File: config.mk
export PLATFORM = sky130hd
export DESIGN_NAME = acr_top
export DESIGN_NICKNAME = d
export VERILOG_FILES = /design/src/verilog/acr_pkg.sv /design/src/verilog/acr_clock_divider.sv /design/src/verilog/acr_result_format.sv /design/src/verilog/acr_top.sv
export SDC_FILE = /design/constraint.sdc
export NUM_CORES = 1
export LEC_CHECK = 0
export BUFFER_PORTS_ARGS = -buffer_cell sky130_fd_sc_hd__buf_2
export CORE_AREA = 2 2 95 97
export CTS_CLUSTER_DIAMETER = 60
export DETAILED_ROUTE_END_ITERATION = 8
export DIE_AREA = 0 0 97 99
export PLACE_DENSITY = 0.53
export SLEW_MARGIN = 20
export SYNTH_ARGS = -nofsm -noshare
export SYNTH_HDL_FRONTEND = slang
export SYNTH_SLANG_ARGS = --single-unit
export TNS_END_PERCENT = 50
File: constraint.sdc
create_clock -name pclk -period 7.7 [get_ports pclk]
set_input_delay 1.155 -clock pclk [delete_from_list [all_inputs] [get_ports pclk]]
set_output_delay 1.155 -clock pclk [all_outputs]
set_load 0.02 [all_outputs]
File: src/verilog/acr_pkg.sv
// Package for the converter configuration and result register block.
// Assumes a 32-bit APB master and a conversion sequencer on the same clock.
`default_nettype none

package acr_pkg;

  localparam int unsigned DATA_WIDTH   = 32;
  localparam int unsigned ADDR_WIDTH   = 12;
  localparam int unsigned RESULT_WIDTH = 10;
  localparam int unsigned CLKSEL_WIDTH = 3;

  // Byte addresses of the registers.
  localparam logic [11:0] CONFIG_ADDR  = 12'h000;
  localparam logic [11:0] RES_HI_ADDR  = 12'h004;
  localparam logic [11:0] RES_LO_ADDR  = 12'h008;
  localparam logic [11:0] STATUS_ADDR  = 12'h00C;

  // Field positions of the configuration register.
  localparam int unsigned FORMAT_BIT   = 7;
  localparam int unsigned CLKSEL_MSB   = 6;
  localparam int unsigned CLKSEL_LSB   = 4;
  localparam int unsigned REFSEL_MSB   = 1;
  localparam int unsigned REFSEL_LSB   = 0;
  localparam logic [7:0]  CONFIG_RESET = 8'h00;
  localparam logic [7:0]  CONFIG_MASK  = 8'hF3;

  // Status register bit: conversion in progress.
  localparam int unsigned BUSY_BIT     = 1;

  typedef enum logic [1:0] {
    ACR_REF_SUPPLY   = 2'h0,
    ACR_REF_RESERVED = 2'h1,
    ACR_REF_EXTERNAL = 2'h2,
    ACR_REF_FIXED    = 2'h3
  } acr_ref_type;

  typedef enum logic [1:0] {
    ACR_IDLE = 2'b00,
    ACR_BUSY = 2'b01,
    ACR_LOAD = 2'b11
  } acr_state_type;

  typedef struct packed {
    logic       format_right;
    logic [2:0] clock_select;
    logic [1:0] reference_select;
  } acr_config_type;

  typedef struct packed {
    logic [7:0] high_byte;
    logic [7:0] low_byte;
  } acr_result_type;

  // Oscillator divide ratios; zero means the dedicated RC oscillator.
  localparam logic [6:0] DIV_2  = 7'h02;
  localparam logic [6:0] DIV_4  = 7'h04;
  localparam logic [6:0] DIV_8  = 7'h08;
  localparam logic [6:0] DIV_16 = 7'h10;
  localparam logic [6:0] DIV_32 = 7'h20;
  localparam logic [6:0] DIV_64 = 7'h40;
  localparam logic [6:0] DIV_RC = 7'h00;

endpackage : acr_pkg

`default_nettype wire

File: src/verilog/acr_clock_divider.sv
// Conversion clock enable generator.
// Assumes a select that changes only between conversions.
`default_nettype none

module acr_clock_divider (
  input  wire logic       pclk,
  input  wire logic       presetn,
  input  wire logic [2:0] clock_select,
  input  wire logic       rc_tick,
  output logic            conv_tick
);

  logic [6:0] ratio;
  logic [6:0] count;

  always_comb begin
    case (clock_select)
      3'b000:  ratio = acr_pkg::DIV_2;
      3'b001:  ratio = acr_pkg::DIV_8;
      3'b010:  ratio = acr_pkg::DIV_32;
      3'b100:  ratio = acr_pkg::DIV_4;
      3'b101:  ratio = acr_pkg::DIV_16;
      3'b110:  ratio = acr_pkg::DIV_64;
      default: ratio = acr_pkg::DIV_RC;
    endcase
  end

  always_ff @(posedge pclk or negedge presetn) begin
    if (!presetn) begin
      count     <= 7'h00;
      conv_tick <= 1'b0;
    end else if (ratio == acr_pkg::DIV_RC) begin
      count     <= 7'h00;
      conv_tick <= rc_tick;
    end else if (count >= ratio - 7'h01) begin
      count     <= 7'h00;
      conv_tick <= 1'b1;
    end else begin
      count     <= count + 7'h01;
      conv_tick <= 1'b0;
    end
  end
endmodule : acr_clock_divider

`default_nettype wire

File: src/verilog/acr_result_format.sv
// Result layout into high and low bytes.
// Assumes a ten-bit result from the sequencer.
`default_nettype none

module acr_result_format (
  input  wire logic [9:0]          result,
  input  wire logic                format_right,
  output var acr_pkg::acr_result_type formatted
);

  always_comb begin
    if (format_right) begin
      formatted.high_byte = {6'h00, result[9:8]};
      formatted.low_byte  = result[7:0];
    end else begin
      formatted.high_byte = result[9:2];
      formatted.low_byte  = {result[1:0], 6'h00};
    end
  end

endmodule : acr_result_format

`default_nettype wire

File: src/verilog/acr_top.sv
// Converter configuration and result registers behind an APB slave.
// Assumes the sequencer supplies a start, a result and a finish pulse on pclk.
//
// Summary of operation
// - Config: format bit7, clock 6-4, reference 1-0.
// - Config bits read/write, clear on reset.
// - Reference select 00 picks supply rail.
// - Select 10 picks external pin; 01 reserved.
// - Select 11 picks fixed voltage reference.
// - Left layout: high byte holds result 9-2.
// - Left layout: low byte 7-6 hold 1-0.
// - Right layout: high byte 1-0 hold 9-8.
// - Right layout: low byte holds result 7-0.
// - Result bytes writable; kept on ordinary reset.
// - Finish loads result and clears busy.
`default_nettype none

module acr_top (
  input  wire logic        pclk,
  input  wire logic        presetn,
  input  wire logic        psel,
  input  wire logic        penable,
  input  wire logic        pwrite,
  input  wire logic [11:0] paddr,
  input  wire logic [31:0] pwdata,
  input  wire logic [3:0]  pstrb,
  output logic      [31:0] prdata,
  output logic             pready,
  output logic             pslverr,
  input  wire logic        conv_start,
  input  wire logic        conv_done,
  input  wire logic [9:0]  conv_result,
  input  wire logic        rc_tick,
  output logic             conv_tick,
  output logic             conv_busy,
  output logic [1:0]       reference_route,
  output logic [2:0]       conversion_clock_select
);

  ////////////////////////////////////////////////////////////////////////////
  // Registers.

  acr_pkg::acr_config_type config_q;
  acr_pkg::acr_result_type result_q;
  acr_pkg::acr_result_type formatted;
  acr_pkg::acr_state_type  state;
  logic                    access;
  logic                    wr_en;
  logic                    mapped;
  logic [7:0]              config_byte;
  logic [31:0]             next_prdata;

  assign access = psel && penable && pready;
  assign wr_en  = access && pwrite && pstrb[0];
  assign config_byte = {config_q.format_right, config_q.clock_select, 2'b00,
                        config_q.reference_select};

  always_comb begin
    mapped      = 1'b1;
    next_prdata = 32'h0000_0000;
    case (paddr)
      acr_pkg::CONFIG_ADDR: next_prdata[7:0] = config_byte;
      acr_pkg::RES_HI_ADDR: next_prdata[7:0] = result_q.high_byte;
      acr_pkg::RES_LO_ADDR: next_prdata[7:0] = result_q.low_byte;
      acr_pkg::STATUS_ADDR: next_prdata[acr_pkg::BUSY_BIT] = conv_busy;
      default:              mapped = 1'b0;
    endcase
  end

  ////////////////////////////////////////////////////////////////////////////
  // APB slave: no wait state; read data comes from a flop loaded in the setup phase.

  always_ff @(posedge pclk or negedge presetn) begin
    if (!presetn) begin
      pready  <= 1'b0;
      prdata  <= 32'h0000_0000;
      pslverr <= 1'b0;
    end else begin
      pready  <= psel && !penable;
      prdata  <= (psel && !penable && !pwrite) ? next_prdata : 32'h0000_0000;
      pslverr <= psel && !penable && !mapped;
    end
  end

  ////////////////////////////////////////////////////////////////////////////
  // Configuration register.

  always_ff @(posedge pclk or negedge presetn) begin
    if (!presetn) begin
      config_q <= acr_pkg::acr_config_type'(6'h00);
    end else if (wr_en && paddr == acr_pkg::CONFIG_ADDR) begin
      config_q.format_right     <= pwdata[acr_pkg::FORMAT_BIT];
      config_q.clock_select     <= pwdata[acr_pkg::CLKSEL_MSB:acr_pkg::CLKSEL_LSB];
      config_q.reference_select <= pwdata[acr_pkg::REFSEL_MSB:acr_pkg::REFSEL_LSB];
    end
  end

  // The reserved code 01 is passed through; software must not write it.
  always_ff @(posedge pclk or negedge presetn) begin
    if (!presetn) begin
      reference_route         <= acr_pkg::ACR_REF_SUPPLY;
      conversion_clock_select <= 3'h0;
    end else begin
      reference_route         <= config_q.reference_select;
      conversion_clock_select <= config_q.clock_select;
    end
  end

  ////////////////////////////////////////////////////////////////////////////
  // Conversion sequencing and result load.

  acr_clock_divider u_divider (
    .pclk         (pclk),
    .presetn      (presetn),
    .clock_select (config_q.clock_select),
    .rc_tick      (rc_tick),
    .conv_tick    (conv_tick)
  );

  acr_result_format u_format (
    .result       (conv_result),
    .format_right (config_q.format_right),
    .formatted    (formatted)
  );

  always_ff @(posedge pclk or negedge presetn) begin
    if (!presetn) begin
      state     <= acr_pkg::ACR_IDLE;
      conv_busy <= 1'b0;
    end else begin
      case (state)
        acr_pkg::ACR_IDLE: begin
          if (conv_start) begin
            state     <= acr_pkg::ACR_BUSY;
            conv_busy <= 1'b1;
          end
        end
        acr_pkg::ACR_BUSY: begin
          if (conv_done) begin
            state     <= acr_pkg::ACR_LOAD;
            conv_busy <= 1'b0;
          end
        end
        acr_pkg::ACR_LOAD: state <= acr_pkg::ACR_IDLE;
        default: begin
          state     <= acr_pkg::ACR_IDLE;
          conv_busy <= 1'b0;
        end
      endcase
    end
  end

  // No reset: contents are unknown at power-up and kept across other resets.
  // A completed result wins over a software write in the same cycle.
  always_ff @(posedge pclk) begin
    if (state == acr_pkg::ACR_BUSY && conv_done) begin
      result_q <= formatted;
    end else if (wr_en && paddr == acr_pkg::RES_HI_ADDR) begin
      result_q.high_byte <= pwdata[7:0];
    end else if (wr_en && paddr == acr_pkg::RES_LO_ADDR) begin
      result_q.low_byte <= pwdata[7:0];
    end
  end
endmodule : acr_top

`default_nettype wire
==> run metrics <==
status=finished clean; Placement Cell Area=2800 um2; DIE AREA=9600 um2; max-capacitance violation count=0; Seq cells post-synth=48; unrepaired setup endpoints after global routing=no; core footprint=8550 um2; Slew @ Worst Pin=873 ps; DR WL/cell=13.8 um; std cell rows=34; I/O pin count=107; Clk pin slew, worst setup/hold paths=90 ps; Hold Crit Class=reg2reg; Hold Fails Final Rpt=0; Clock Power Share=26.3%; dpl hpwl=3.92 mm; CTS root buf=clkbuf_8; worst path required time=7890 ps; CTS tree=built; main flop type after synthesis=dfrtp_1; die width=97 um; mux share of post-synthesis cell area=8.07%; Die Height=99 um; first-iteration detailed-routing DRC count=67; global-route usage over all layers=11.5%; ant diodes=0; Synth Cell Area=2510 um2; setup tns final=0 ps; Final Skew=13.8 ps; post-synthesis adder-cell area fraction=4.48%; Nets=355; register area share after synthesis=51.0%; CTS Hold Bufs=0; antenna violations before repair=0; layout cells sized above 1=27.8%; Crit Path Max Fanout=9; xor/xnor share of the synthesized area=2.44%; post-synth cell types=38; Mapped Avg Cell Area=11.2 um2; clk buf depth=2; power share of the combinational group=21.3%; relative slew slack=41.6%; min cycle time layout=2840 ps; GP Congestion=0.755; Finished Layout Cells=389; cts bufs inserted=5; Gate Count Post-Synth=225; DR vias=1716; port bufs=55; Setup Slack @ Placement=4850 ps; Antenna Nets Post-Route=0; first-pass GRT wire length=8.71 mm; 1st-pass router iterations=4; Slew Viols, Final=0; Cell Count Post-Placement=381; drt via density=4.41; Final setup viols=0; VDD IR max=0.0659 mV; P_int=0.406 mW; Final Cycle Share=36.9%; Setup crit end kind=flip-flop; number of synthesized flops with an enable pin=16; Max Clk Rate=0.352 GHz; post-synthesis compound-gate area fraction=9.97%; Post-CTS Resized=0; Startpoint Class=flip-flop; largest family of logic cells by synthesized area=simple AND/OR/NAND/NOR gates; routed wire length=5.35 mm; Clock Sinks=48; worst skew pair latency=310 ps; sequential group share of total power=52.4%; simple-gate share of the synthesized area=13.7%; drc violations=0; Layout area overhead=15.3%; Post-CTS Setup Bufs=0; vias in the first global route=1691; ys async rst share=66.7%; P_leak=1.40 nW; Design Area, Final=2900 um2; overall power=0.590 mW; Initial Utilization=29.4%; H-Tree Depth=2; switching portion of total power=31.2%; Crit Path Class=reg2reg; PD cells=204 nW/um2; Sw Pwr=0.184 mW; largest net degree at the start of global routing=33; grt total ovfl=0; Yosys warning count=0; crit path DAT=3040 ps; min setup slack post-route=4860 ps
[area by class of cell]
cell class              count  area (um2)
multi-input cells         158        1060
flip-flops and latches     48        1280
clock buffers               5        68.8
repair buffers             57         290
inverters                  10        37.5
fillers                   896        5650
well taps                 108         135
clock inverters             3        23.8
[path summary, 6_finish.rpt]
check	slack, ps	cells after the start	startpoint	endpoint
setup / recovery	4860	10	config_byte[4]	u_divider.conv_tick
hold / removal	430	0	config_byte[1]	reference_route[1]
setup reg to reg	4860	10	config_byte[4]	u_divider.conv_tick
hold reg to reg	430	0	config_byte[1]	reference_route[1]
max in group asynchronous	6330	1	presetn	config_byte[5]
min in group asynchronous	900	1	presetn	prdata[4]
[layout by cell type, fill, tap and decap left out, drive strengths merged, types with 2 or more instances in the layout]
cell and instances:
nor3 2, ha 9, clkinvlp 2, a21o 2
a21oi 9, buf 57, nor2b 2, nand4 3
conb 24, mux2i 9, xor2 5, inv 10
clkbuf 5, and2 2, nand2 13, and3 3
a22oi 2, nand3 6, edfxtp 16, nand2b 2
or3 2, o21ai 12, nor4 2, dfrtp 32
nor2 26, a22o 8, mux2 6, xnor2 2
[metrics by stage]
stage               utilization [%]  hold slack [ps]
finish                         33.9              425
global route                   33.9              452
CTS                            33.9              425
detailed placement             32.8              397
global placement               32.8              391
floorplan                         -              355
[state kept, by name (all words and copies together) (netlist names)]
name / cells
state: 2
u_divider.conv_tick: 1
result_q: 16
conv_busy: 1
prdata: 8
pready: 1
reference_route: 2
conversion_clock_select: 3
pslverr: 1
u_divider.count: 7
config_byte: 6
[cell families after synthesis]
kind of cell             Yosys count
AO/OA/AOI/OAI                     38
XOR/XNOR                           7
adder cells (fa/ha/maj)            9
buffers and inverters             42
flip-flops                        48
multiplexers                      16
other                              1
AND/OR/NAND/NOR                   64
[power by group through the flow]
stage          combinational [mW]  clock [mW]  sequential [mW]
2_1_floorplan              0.0898           0            0.317
3_3_place_gp                0.126           0            0.314
3_5_place_dp                0.129           0            0.315
4_1_cts                     0.129       0.159            0.309
5_1_grt                     0.142       0.171            0.313
6_report                    0.126       0.155            0.309
[Yosys cell counts, drive strengths merged, types with 2 or more instances]
cell type,instances,area (um2)
nor2b,2,12.5
nand4,3,33.8
o21ai,12,60.1
a21o,2,15.0
nor2,26,97.6
clkbuf,4,15.0
a22oi,2,15.0
mux2i,9,90.1
xor2,5,43.8
nand2b,2,12.5
mux2,6,90.1
nor3,2,10.0
edfxtp,16,480
xnor2,2,17.5
inv,10,37.5
nor4,2,42.5
or3,2,12.5
nand2,13,48.8
a21oi,9,45.0
ha,9,113
and2,2,16.3
buf,28,204
nand3,6,30.0
a22o,8,70.1
dfrtp,32,801
and3,3,18.8
[metal layers]
layer | share of wire, % | up-vias | track usage (%)
met5 | 0 | - | 0
met4 | 1.5 | 0 | 4.23
met3 | 7.4 | 4 | 3.26
met2 | 48 | 65 | 18.9
met1 | 43 | 803 | 14.4
li1 | - | 844 | -
[worst max-delay path, stage by stage, from the launching register on]
cell and delay, ps:
dfrtp_1 500, or3_1 460, ha_1 270, nor3_1 150, a21o_1 100, a21oi_1 60
ha_1 310, a21o_1 190, a221o_1 290, a41o_2 300, o21a_1 120
(Power assumes the default switching activity.)
